`config.mk`:
```
export PLATFORM = sky130hd
export DESIGN_NAME = ctf_top
export DESIGN_NICKNAME = d
export VERILOG_FILES = /design/src/hdl/ctf_pkg.sv /design/src/hdl/ctf_top.sv
export SDC_FILE = /design/constraint.sdc
export NUM_CORES = 2
export LEC_CHECK = 0
export BUFFER_PORTS_ARGS = -buffer_cell sky130_fd_sc_hd__clkbuf_2
export CAP_MARGIN = 5
export CORE_MARGIN = 5
export CORE_UTILIZATION = 55
export CTS_BUF_LIST = sky130_fd_sc_hd__clkbuf_4 sky130_fd_sc_hd__clkbuf_8
export CTS_CLUSTER_SIZE = 24
export DETAILED_ROUTE_END_ITERATION = 10
export PLACE_DENSITY = 0.72
export SLEW_MARGIN = 5
export SYNTH_ARGS = -nofsm -noshare
export SYNTH_HDL_FRONTEND = slang
export SYNTH_SLANG_ARGS = --single-unit
```
`constraint.sdc`:
```
create_clock -name clock -period 30.7 [get_ports clock]
set_input_delay 7.675 -clock clock [delete_from_list [all_inputs] [get_ports clock]]
set_output_delay 7.675 -clock clock [all_outputs]
set_load 0.03 [all_outputs]
```
`src/hdl/ctf_pkg.sv`:
```
// constants and types for the can timing, filter and time stamp block
package ctf_pkg;
  localparam int NSLOT = 16;
  localparam int TS_W = 16;
  localparam int CATCH_A = 14;
  localparam int CATCH_B = 15;
  localparam logic [7:0] OFF_CTRL = 8'h00;
  localparam logic [7:0] OFF_TIMING = 8'h04;
  localparam logic [7:0] OFF_CLKSEL = 8'h08;
  localparam logic [7:0] OFF_GMASK = 8'h0c;
  localparam logic [7:0] OFF_LMASK_A = 8'h10;
  localparam logic [7:0] OFF_LMASK_B = 8'h14;
  localparam logic [7:0] OFF_IDFMT = 8'h18;
  localparam logic [7:0] OFF_RXEN = 8'h1c;
  localparam logic [7:0] OFF_TS = 8'h20;
  localparam logic [7:0] OFF_AFS = 8'h24;
  localparam logic [7:0] OFF_ERR = 8'h28;
  localparam logic [7:0] OFF_STAT = 8'h2c;
  localparam logic [7:0] OFF_SLOT = 8'h40;
  localparam logic [28:0] STD_ID_MASK = 29'h000007ff;
  localparam logic [28:0] EXT_ID_MASK = 29'h1fffffff;
  localparam logic [2:0] CLKSEL_MAX = 3'h4;
  localparam logic [7:0] REC_MAX = 8'hff;
  localparam logic [8:0] TEC_MAX = 9'h100;

  typedef struct packed {
    logic [1:0] ts_div;
    logic       force_exit;
    logic       listen_only;
    logic       alt_en;
    logic       init_mode;
  } ctf_ctrl_t;

  // segment lengths are stored as length minus one
  typedef struct packed {
    logic [1:0] resync_jump_width;
    logic [2:0] pb2;
    logic [2:0] pb1;
    logic [2:0] prop;
    logic [3:0] baud_prescaler_field;
  } ctf_timing_t;

  localparam ctf_ctrl_t CTRL_RST = 6'h01;
  localparam ctf_timing_t TIMING_RST = 15'h0910;

  typedef enum logic [3:0] {
    SEG_SYNC = 4'h1,
    SEG_PROP = 4'h2,
    SEG_PB1  = 4'h4,
    SEG_PB2  = 4'h8
  } ctf_seg_t;

  typedef struct packed {
    ctf_ctrl_t               ctrl;
    ctf_timing_t             timing;
    logic [2:0]              clk_sel;
    logic [28:0]             gmask;
    logic [28:0]             lmask_a;
    logic [28:0]             lmask_b;
    logic [NSLOT-1:0]        id_fmt;
    logic [NSLOT-1:0]        rx_en;
    logic [NSLOT-1:0][28:0]  slot_id;
    logic [10:0]             afs_id;
    logic [7:0]              rec;
    logic [8:0]              tec;
    logic [9:0]              pre_cnt;
    ctf_seg_t                seg;
    logic [4:0]              tq_cnt;
    logic [4:0]              pb1_len;
    logic [4:0]              pb2_len;
    logic                    resynced;
    logic                    edge_pend;
    logic [1:0]              rx_sync;
    logic                    rx_prev;
    logic                    rx_bit;
    logic [2:0]              ts_pre;
    logic [TS_W-1:0]         ts;
    logic                    alt_sel;
    logic                    store_valid;
    logic [3:0]              store_slot;
    logic [TS_W-1:0]         store_stamp;
    logic                    sample_pulse;
    logic                    bit_pulse;
    logic                    reinit_pulse;
    logic                    tx;
    logic                    pready;
    logic                    pslverr;
    logic [31:0]             prdata;
  } ctf_state_t;
endpackage

```
`src/hdl/ctf_top.sv`:
```
// can bit timing, acceptance filter, time stamp and apb registers
`timescale 1ns/1ps
module ctf_top (
  input  wire logic                    clock,
  input  wire logic                    nrst,
  input  wire logic                    psel,
  input  wire logic                    penable,
  input  wire logic                    pwrite,
  input  wire logic [7:0]              paddr,
  input  wire logic [31:0]             pwdata,
  output logic [31:0]                  prdata,
  output logic                         pready,
  output logic                         pslverr,
  input  wire logic                    can_rx,
  output logic                         can_tx,
  input  wire logic                    pe_tx_bit,
  input  wire logic                    rx_ok,
  input  wire logic [28:0]             rx_id,
  input  wire logic                    rx_ext,
  input  wire logic                    rx_err_inc,
  input  wire logic                    tx_err_inc,
  output logic                         bit_start,
  output logic                         sample_point,
  output logic                         rx_bit,
  output logic                         store_valid,
  output logic [3:0]                   store_slot,
  output logic [ctf_pkg::TS_W-1:0]     store_stamp,
  output logic                         pe_reinit,
  output logic                         bus_off
);
  ctf_pkg::ctf_state_t s;
  ctf_pkg::ctf_state_t next_s;
  logic [1:0]          rst_sync;
  logic                rst_n;

  always_ff @(posedge clock or negedge nrst) begin
    if (!nrst)
      rst_sync <= 2'b00;
    else
      rst_sync <= {rst_sync[0], 1'b1};
  end
  assign rst_n = rst_sync[1];

  function automatic logic addr_ok(input logic [7:0] a);
    addr_ok = (a[7:6] == 2'b01) ||
              (a[7:6] == 2'b00 && a[5:2] <= ctf_pkg::OFF_STAT[5:2]);
  endfunction

  localparam int NSL = ctf_pkg::NSLOT;
  logic [NSL-1:0] hit;
  logic [28:0]    wmask;
  logic [28:0]    msk;
  logic [4:0]     low;
  logic [4:0]     prop_len;
  logic [4:0]     resync_jump_width;
  logic [4:0]     e_late;
  logic [4:0]     e_early;
  logic [4:0]     pb1_eff;
  logic [4:0]     pb2_eff;
  logic [2:0]     csel;
  logic [9:0]     reload;
  logic           tq_tick;
  logic           res;
  logic           fall;
  logic           acc;
  logic           done;
  logic           wr;
  logic [31:0]    rd;
  logic [2:0]     ts_top;

  // acceptance: per slot compare under its mask and format
  always_comb begin
    hit = '0;
    msk = '0;
    wmask = rx_ext ? ctf_pkg::EXT_ID_MASK : ctf_pkg::STD_ID_MASK;
    for (int n = 0; n < NSL; n++) begin
      if (n == ctf_pkg::CATCH_A)
        msk = s.lmask_a;
      else if (n == ctf_pkg::CATCH_B)
        msk = s.lmask_b;
      else
        msk = s.gmask;
      hit[n] = s.rx_en[n] && (s.id_fmt[n] == rx_ext) &&
               (((rx_id ^ s.slot_id[n]) & msk & wmask) == 29'h0);
    end
    low = 5'h10;
    for (int n = ctf_pkg::CATCH_A - 1; n >= 0; n--) begin
      if (hit[n])
        low = {1'b0, 4'(n)};
    end
  end

  always_comb begin
    rd = 32'h0;
    case (paddr[7:2])
      ctf_pkg::OFF_CTRL[7:2]:    rd[5:0] = s.ctrl;
      ctf_pkg::OFF_TIMING[7:2]:  rd[14:0] = s.timing;
      ctf_pkg::OFF_CLKSEL[7:2]:  rd[2:0] = s.clk_sel;
      ctf_pkg::OFF_GMASK[7:2]:   rd[28:0] = s.gmask;
      ctf_pkg::OFF_LMASK_A[7:2]: rd[28:0] = s.lmask_a;
      ctf_pkg::OFF_LMASK_B[7:2]: rd[28:0] = s.lmask_b;
      ctf_pkg::OFF_IDFMT[7:2]:   rd[15:0] = s.id_fmt;
      ctf_pkg::OFF_RXEN[7:2]:    rd[15:0] = s.rx_en;
      ctf_pkg::OFF_TS[7:2]:      rd[15:0] = s.ts;
      ctf_pkg::OFF_AFS[7:2]:     rd[15:0] = {s.afs_id[10:3],
                                   8'(8'h01 << s.afs_id[2:0])};
      ctf_pkg::OFF_ERR[7:2]:     rd[17:0] = {s.tec[8], s.tec, s.rec};
      ctf_pkg::OFF_STAT[7:2]:    rd[4:0] = {s.alt_sel, s.store_slot};
      default: begin
        if (paddr[7:6] == 2'b01)
          rd[28:0] = s.slot_id[paddr[5:2]];
      end
    endcase
  end

  always_comb begin
    next_s = s;
    next_s.sample_pulse = 1'b0;
    next_s.bit_pulse = 1'b0;
    next_s.reinit_pulse = 1'b0;
    next_s.store_valid = 1'b0;

    // apb: one wait state, answer registered
    acc = psel && penable && !s.pready;
    done = psel && penable && s.pready;
    wr = done && pwrite && !s.pslverr;
    next_s.pready = acc;
    if (acc) begin
      next_s.pslverr = !addr_ok(paddr);
      next_s.prdata = pwrite ? 32'h0 : rd;
    end
    if (wr) begin
      case (paddr[7:2])
        ctf_pkg::OFF_CTRL[7:2]: begin
          next_s.ctrl = ctf_pkg::ctf_ctrl_t'(pwdata[5:0]);
          next_s.ctrl.force_exit = 1'b0;
        end
        ctf_pkg::OFF_TIMING[7:2]:  next_s.timing = pwdata[14:0];
        ctf_pkg::OFF_CLKSEL[7:2]:  next_s.clk_sel = pwdata[2:0];
        ctf_pkg::OFF_GMASK[7:2]:   next_s.gmask = pwdata[28:0];
        ctf_pkg::OFF_LMASK_A[7:2]: next_s.lmask_a = pwdata[28:0];
        ctf_pkg::OFF_LMASK_B[7:2]: next_s.lmask_b = pwdata[28:0];
        ctf_pkg::OFF_IDFMT[7:2]:   next_s.id_fmt = pwdata[15:0];
        ctf_pkg::OFF_RXEN[7:2]:    next_s.rx_en = pwdata[15:0];
        ctf_pkg::OFF_AFS[7:2]:     next_s.afs_id = pwdata[10:0];
        default: begin
          if (paddr[7:6] == 2'b01)
            next_s.slot_id[paddr[5:2]] = pwdata[28:0];
        end
      endcase
    end

    // error counters saturate; tec reaching 256 is bus off
    if (rx_err_inc && s.rec != ctf_pkg::REC_MAX)
      next_s.rec = s.rec + 8'h01;
    if (tx_err_inc && s.tec != ctf_pkg::TEC_MAX)
      next_s.tec = s.tec + 9'h001;
    if (wr && paddr[7:2] == ctf_pkg::OFF_CTRL[7:2] && pwdata[3]) begin
      next_s.rec = 8'h00;
      next_s.tec = 9'h000;
      next_s.reinit_pulse = 1'b1;
    end

    csel = (s.clk_sel > ctf_pkg::CLKSEL_MAX) ? ctf_pkg::CLKSEL_MAX
                                             : s.clk_sel;
    // quantum = 2 * div * prescale
    reload = 10'((10'(s.timing.baud_prescaler_field) + 10'd1) << (csel + 3'd1)) - 10'd1;
    tq_tick = !s.ctrl.init_mode && (s.pre_cnt == reload);
    next_s.pre_cnt = (tq_tick || s.ctrl.init_mode) ? 10'h0
                                                   : s.pre_cnt + 10'h1;

    // synchroniser; only stage two is looked at
    next_s.rx_sync = {s.rx_sync[0], can_rx};
    next_s.rx_prev = s.rx_sync[1];
    fall = s.rx_prev && !s.rx_sync[1];
    // falling edge kept until next quantum
    next_s.edge_pend = (s.edge_pend && !tq_tick) || fall;

    prop_len = 5'(s.timing.prop) + 5'd1;
    resync_jump_width = 5'(s.timing.resync_jump_width) + 5'd1;
    e_late = (s.seg == ctf_pkg::SEG_PROP) ? s.tq_cnt + 5'd1
                                          : prop_len + s.tq_cnt + 5'd1;
    e_early = s.pb2_len - s.tq_cnt;
    // a single correction per bit, as edges in sync need none
    res = tq_tick && s.edge_pend && !s.resynced;
    pb1_eff = s.pb1_len + ((e_late < resync_jump_width) ? e_late : resync_jump_width);
    pb2_eff = s.pb2_len - resync_jump_width;
    if (s.ctrl.init_mode) begin
      next_s.seg = ctf_pkg::SEG_SYNC;
      next_s.tq_cnt = 5'h0;
      next_s.resynced = 1'b0;
    end else if (tq_tick) begin
      case (s.seg)
        ctf_pkg::SEG_SYNC: begin
          next_s.seg = ctf_pkg::SEG_PROP;
          next_s.tq_cnt = 5'h0;
          next_s.pb1_len = 5'(s.timing.pb1) + 5'd1;
          next_s.pb2_len = 5'(s.timing.pb2) + 5'd1;
          next_s.resynced = 1'b0;
        end
        ctf_pkg::SEG_PROP: begin
          if (res) begin
            next_s.pb1_len = pb1_eff;
            next_s.resynced = 1'b1;
          end
          if (s.tq_cnt + 5'd1 >= prop_len) begin
            next_s.seg = ctf_pkg::SEG_PB1;
            next_s.tq_cnt = 5'h0;
          end else
            next_s.tq_cnt = s.tq_cnt + 5'd1;
        end
        ctf_pkg::SEG_PB1: begin
          if (res) begin
            next_s.pb1_len = pb1_eff;
            next_s.resynced = 1'b1;
          end
          if (s.tq_cnt + 5'd1 >= (res ? pb1_eff : s.pb1_len)) begin
            next_s.seg = ctf_pkg::SEG_PB2;
            next_s.tq_cnt = 5'h0;
            next_s.sample_pulse = 1'b1;
            next_s.rx_bit = s.rx_sync[1];
          end else
            next_s.tq_cnt = s.tq_cnt + 5'd1;
        end
        ctf_pkg::SEG_PB2: begin
          if (res)
            next_s.resynced = 1'b1;
          if (res && e_early > resync_jump_width)
            next_s.pb2_len = pb2_eff;
          if ((res && e_early <= resync_jump_width) ||
              (s.tq_cnt + 5'd1 >= (res ? pb2_eff : s.pb2_len))) begin
            next_s.seg = ctf_pkg::SEG_SYNC;
            next_s.tq_cnt = 5'h0;
            next_s.bit_pulse = 1'b1;
          end else
            next_s.tq_cnt = s.tq_cnt + 5'd1;
        end
        default: begin
          next_s.seg = ctf_pkg::SEG_SYNC;
          next_s.tq_cnt = 5'h0;
        end
      endcase
    end

    ts_top = 3'(4'h1 << s.ctrl.ts_div) - 3'd1;
    if (tq_tick && s.seg == ctf_pkg::SEG_SYNC) begin
      if (s.ts_pre >= ts_top) begin
        next_s.ts_pre = 3'h0;
        next_s.ts = s.ts + 16'h0001;
      end else
        next_s.ts_pre = s.ts_pre + 3'h1;
    end

    if (rx_ok && hit != '0) begin
      next_s.store_valid = 1'b1;
      next_s.store_stamp = s.ts;
      if (!low[4])
        next_s.store_slot = low[3:0];
      else if (s.ctrl.alt_en) begin
        if ((s.alt_sel && hit[ctf_pkg::CATCH_B]) ||
            !hit[ctf_pkg::CATCH_A])
          next_s.store_slot = 4'(ctf_pkg::CATCH_B);
        else
          next_s.store_slot = 4'(ctf_pkg::CATCH_A);
        next_s.alt_sel = !s.alt_sel;
      end else if (hit[ctf_pkg::CATCH_A])
        next_s.store_slot = 4'(ctf_pkg::CATCH_A);
      else
        next_s.store_slot = 4'(ctf_pkg::CATCH_B);
    end

    next_s.tx = (s.ctrl.listen_only || s.ctrl.init_mode) ? 1'b1
                                                          : pe_tx_bit;
  end

  always_ff @(posedge clock or negedge rst_n) begin
    if (!rst_n) begin
      s <= '0;
      s.ctrl <= ctf_pkg::CTRL_RST;
      s.timing <= ctf_pkg::TIMING_RST;
      s.seg <= ctf_pkg::SEG_SYNC;
      s.rx_sync <= 2'b11;
      s.rx_prev <= 1'b1;
      s.rx_bit <= 1'b1;
      s.tx <= 1'b1;
    end else
      s <= next_s;
  end

  assign prdata = s.prdata;
  assign pready = s.pready;
  assign pslverr = s.pslverr;
  assign can_tx = s.tx;
  assign bit_start = s.bit_pulse;
  assign sample_point = s.sample_pulse;
  assign rx_bit = s.rx_bit;
  assign store_valid = s.store_valid;
  assign store_slot = s.store_slot;
  assign store_stamp = s.store_stamp;
  assign pe_reinit = s.reinit_pulse;
  assign bus_off = s.tec[8];
endmodule

```
# Yosys cells after proc, flatten, opt, wreduce, memory -nomap -nowiden
# Cells that the tools add are included.
# totals
ff_bits	750
input_bits	80
word_cells	366
mem_bits_rw	0
out_inout_bits	61
rom_bits	0
latchBits	0
memories	0
# op_classes
n_bitwise	50
addsub	19
reduce_logical	118
mux	67
n_eq_ne	40
n_lt_le_gt_ge	11
n_div	0
n_mul	0
shifts	3
# ops
cell	count
$and 29x29->29	32
$bwmux 464	1
$logic_not 29->1	16
$xor 29x29->29	16
$mux 29	5
$bmux 29 s4	1
$demux 29 s4	1
$mux 5	22
$pmux 9 s10	1
$logic_and 1x1->1	53
$pmux 11 s4	1
$pmux 3 s12	1
$pmux 9 s4	1
$eq 6x3->1 const B	4
$eq 6x4->1 const B	4
$pmux 2 s12	1
$mux 21	1
$mux 20	1
$mux 4	5
$pmux 5 s2	2
$reduce_and 2->1	10
$mux 9	2
$reduce_or 9->1	2
$mux 17	1
other kinds (66)	124

# Longest topological paths before layout
# logic_depth
word_depth	21
depth_mapped	30
depth_no_buf	26

# Worst setup path after synthesis
# No wires, ideal clock.
# synth_timing
path_type	input-to-reg
startpoint	in rx_id[19]
endpoint	reg s, in the netlist store_slot[2]
path_stages	12
t_required_ns	30.572
path_buffers	2
setup_slack_ns	20.376
setup_ns	0.128
t_arrival_ns	10.196
cell_sequence	buf_2 xor2_1 a22o_1 a221oi_1 nand4_1 a2111oi_0 nor4_1 nand4_1 and2_1 nor2_2 buf_2 mux2_1
# synth_via
elab_chain_cells	20
# synth_rtl
element	line	text
start, declared	ctf_top.sv:18	input wire logic [28:0] rx_id,
$xor 29x29->29	ctf_top.sv:84	(((rx_id ^ s.slot_id[n]) & msk & wmask) == 29'h0);
$and 29x29->29 (2 in series)	ctf_top.sv:84	
$logic_not 29->1	ctf_top.sv:84	
$logic_and 1x1->1	ctf_top.sv:83	hit[n] = s.rx_en[n] && (s.id_fmt[n] == rx_ext) &&
$mux 5 (14 in series)	ctf_top.sv:88	if (hit[n])
$mux 4	ctf_top.sv:257	if (!low[4])
end signal, assigned	ctf_top.sv:287	s <= next_s;
end, declared	ctf_top.sv:31	ctf_pkg::ctf_state_t s;
# Parallel ways exist; a longest one is shown, timed or not.
# A chain may end at the register's enable or synchronous reset.

# Final worst setup path
# layout_timing
startpoint	in rx_id[25]
endpoint	reg s, in the netlist store_stamp[9]
# layout_via
elab_chain_cells	7
# layout_rtl
element	line	text
$xor 29x29->29	ctf_top.sv:84	
$and 29x29->29 (2 in series)	ctf_top.sv:84	
$logic_not 29->1	ctf_top.sv:84	
$logic_and 1x1->1	ctf_top.sv:83	
$reduce_bool 16->1 *	ctf_top.sv:254	if (rx_ok && hit != '0) begin
$logic_and 1x1->1 *	ctf_top.sv:254	
# Mark *: on every way between the ends. The rest lies on a longest branch, timed or not.

==> run_results.csv <==
group,metric,value,unit
status,status,"finished clean",
setup_path,start_kind,"input port",
floorplan,die-width,291,um
timing,fin_crit_sh,36.1,%
timing,fin_skew,0.0331,ns
timing,max_freq,0.0903,GHz
min_path,hp-class,"register to async pin",
place,dpl_cell_area,44300,um2
pwr,clkPwrFrac,43.6,%
setup_path,crit_path_end_kind,"register",
logic_synthesis,synth_cell_type_count,87,
cells_and_area,drive_gt1_share,34.4,%
routing,drtIter0Drc,3986,
global_route,grt_use_total,33.6,%
setup_path,crit_type,"input port to register",
cts,cts_root_buf,"clkbuf_8",
floorplan,initial_core_util,55.2,%
place,place.port_buffers,132,
logic_synthesis,ys.warnings.count,0,
setup_path,r2r_start,"s[727]$_DFFE_PN0P_",
timing,setup_viol,0,
routing,via_per_inst,6.74,
setup_path,regToRegSetupSlack,23.16,ns
logic_synthesis,syn_inst,3618,
logic_synthesis,postSynthAreaPerCell,12.0,um2
pwr,p_leak,22.7,nW
setup_path,path_cells,"clkbuf_2, xor2_1, a22o_1, a221oi_1, nand4_1, a2111oi_0, nor4_1, nand4_1, and2_1, nor2_2, mux2_1",
floorplan,core,78700,um2
global_route,grt_pass1_vias,31400,
routing,remaining_drc_errors,0,
cells_and_area,area_growth,8.04,%
timing,maxSlewViolCount,0,
pwr,internal_power,1.59,mW
setup_path,cpMaxStageDelayCell,"a2111oi_0",
logic_synthesis,yosys_most_used_dff,"dfrtp_1",
routing,num_vias,31800,
pwr,netSwitchingFraction,27.2,%
place,gp_congestion,0.990,
setup_path,cp_common_cell,"nand4_1",
routing,dr.pass1.iters,8,
pwr,comb_power_share,8.9,%
place,hpwlAfterDp,99.7,mm
timing,setup_slack,19.63,ns
setup_path,r2r_end,"s[97]$_DFFE_PN0N_",
timing,post-route-min-period,11.07,ns
routing,wl,145,mm
cts,cts_tree,"built",
global_route,grt_pass1_wl,215,mm
timing,setup_tns,0,ns
routing,ant_nets,0,
pwr,p_sw,596,uW
setup_path,cp_top_family,"compound AO/OA/AOI/OAI gates",
place,post-place-ws,19.01,ns
setup_path,critical_path_arrival,11.73,ns
timing,maxSlewHeadroom,18.6,%
floorplan,die_h,291,um
pwr,ir_worst_vdd,0.0000402,V
setup_path,cp_num_buf_inv,1,
global_route,overflow,0,
timing,finalHoldViolations,0,
cts,path_clk_slew,0.06,ns
cells_and_area,nets,3697,
cts,cts_buffer_depth,3,
logic_synthesis,synth_edf_count,0,
pwr,pwr-share-seq,47.5,%
cts,post-cts-setup-buffers,0,
setup_path,max_stage_delay,0.81,ns
logic_synthesis,ys_seq_elements,747,
floorplan,rows,103,
cts,cts.htree.levels,4,
logic_synthesis,ys_seq_area_share,43.0,%
cts,clock_sinks,747,
cells_and_area,layout_common_cells,"736 x dfrtp_1, 630 x mux2_2, 500 x xor2_1",
cts,numCtsBuffers,133,
global_route,grt_max_degree,83,
cts,ctsHoldBuffers,0,
routing,routedWlPerCell,30.8,um
cells_and_area,final_common_cell,"dfrtp_1",
setup_path,worst_ep_required_time,31.36,ns
logic_synthesis,netlist_area,43500,um2
global_route,antenna_found_initial,15,
floorplan,num_io_pins,141,
timing,tightest_slew,1.21,ns
global_route,gr-usage-met2,49.6,%
logic_synthesis,ys_async_sr_fraction,100,%
pwr,p_per_area,46.5,nW/um2
timing,rsz0062_at_grt,"false",
setup_path,crit_fanout,19,
floorplan,die_area,84800,um2
global_route,use_met1,45.9,%
global_route,grt.met3_usage,11.3,%
setup_path,reg2reg_depth,25,
cts,clock_latency,0.79,ns
global_route,grt_busiest_layer,"met2",
cts,cts.repair.resized,0,
cells_and_area,finalInstanceArea,47000,um2
job,cap_violations,0,
==> cells by family (layout without fill, tap and decap cells) <==
logic type	Yosys count	after routing	synth area share [%]
simple gates	513	513	5.99
fa+ha+maj	55	55	1.65
flops	747	747	43.0
compound gates	524	524	9.39
mux	803	803	24.5
buf+inv	424	452	4.37
other cells	2	14	0.0173
xor+xnor	550	550	11.1
==> routing by layer <==
layer | wire [um] | vias up | part of all wire, %
met3 | 18100 | 353 | 13
met5 | 30 | - | 0.021
li1 | - | 13100 | -
met2 | 63500 | 1950 | 44
met1 | 56500 | 16300 | 39
met4 | 6770 | 4 | 4.7
==> worst register-to-register path, stage by stage (launching register included) <==
cell and delay (ns):
dfrtp_1 0.58, nand2b_2 0.43, inv_2 0.32, ha_1 0.45, xor2_2 0.59, or3_1 0.22, ha_1 0.32, nand2_1 0.08
a21oi_1 0.13, a32oi_1 0.15, o32ai_1 0.34, o211ai_1 0.21, a211oi_4 0.49, and2_1 0.51, nand2_1 0.23, mux2i_1 0.22
ha_1 0.25, nand2b_1 0.14, a21o_1 0.17, a21o_1 0.16, a21o_1 0.17, a21o_1 0.20, o21a_1 0.21, a2bb2oi_1 0.21
or4b_1 0.52, a31oi_1 0.18
==> power by group through the flow <==
stage                     combinational (mW)  sequential (mW)  clock, mW
after floorplan                        0.127             1.06          0
after global placement                 0.188             1.05          0
after detailed placement               0.191             1.05          0
after CTS                              0.192             1.04      0.963
after global routing                   0.208             1.04       1.01
final                                  0.195             1.04      0.952
==> how the worst max path moves through the flow <==
stage                          start                     endpoint  depth (start not counted)
6_report                   rx_id[25]   store_stamp[9]$_DFFE_PN0P_                         11
5_1_grt                    rx_id[25]   store_stamp[9]$_DFFE_PN0P_                         11
4_1_cts                    rx_id[12]    store_slot[3]$_DFFE_PN0P_                         11
3_5_place_dp               rx_id[14]   store_stamp[3]$_DFFE_PN0P_                         11
3_3_place_gp               rx_id[28]  store_stamp[15]$_DFFE_PN0P_                         11
2_1_floorplan  rst_sync[1]$_DFF_PN0_          bit_start$_DFF_PN0_                          0
==> cells in the mapped netlist, types with 22 or more instances <==
cell,count,share of area (%)
ha_1,51,1.5
nand4_1,48,0.69
buf_1,87,0.75
xor2_1,500,10
nor3_1,27,0.31
a21oi_1,31,0.36
buf_2,67,0.77
inv_1,41,0.35
a22o_1,74,1.5
nand2_1,154,1.3
mux2_2,630,16
buf_4,54,0.93
mux4_2,145,7.5
a221oi_1,56,1.1
xnor2_1,48,0.97
o21ai_0,43,0.49
and3_1,22,0.32
nand3_1,60,0.69
clkbuf_1,170,1.5
dfrtp_1,737,42
a22oi_1,174,3.0
nor2_1,95,0.82
a222oi_1,23,0.53
==> layout make-up <==
| type | count | area (um2) |
|---|---|---|
| clock inverters | 26 | 214 |
| flip-flops and latches | 747 | 18700 |
| multi-input cells | 2450 | 23100 |
| diodes | 9 | 22.5 |
| inverters | 43 | 161 |
| clock buffers | 196 | 2430 |
| fillers | 6378 | 31700 |
| repair buffers | 187 | 1090 |
| well taps | 1050 | 1310 |
==> flip-flops by register name (all words and copies together), names as in the netlist, 2 cells and up <==
signal / count
msk: 29
next_s: 2
prdata: 29
rst_sync: 2
s: 656
store_slot: 4
store_stamp: 16
==> per-stage QoR <==
stage | std cells | util, % | hold slack [ns] | power, mW
finish | 4708 | 59.7 | 0.341 | 2.19
global route | 4702 | 59.7 | 0.357 | 2.26
CTS | 4699 | 59.7 | 0.349 | 2.19
detailed placement | 4477 | 56.3 | 0.336 | 1.25
global placement | 4477 | 56.3 | 0.334 | 1.24
floorplan | 3621 | - | 0.331 | 1.18
(Power assumes the default switching activity.)
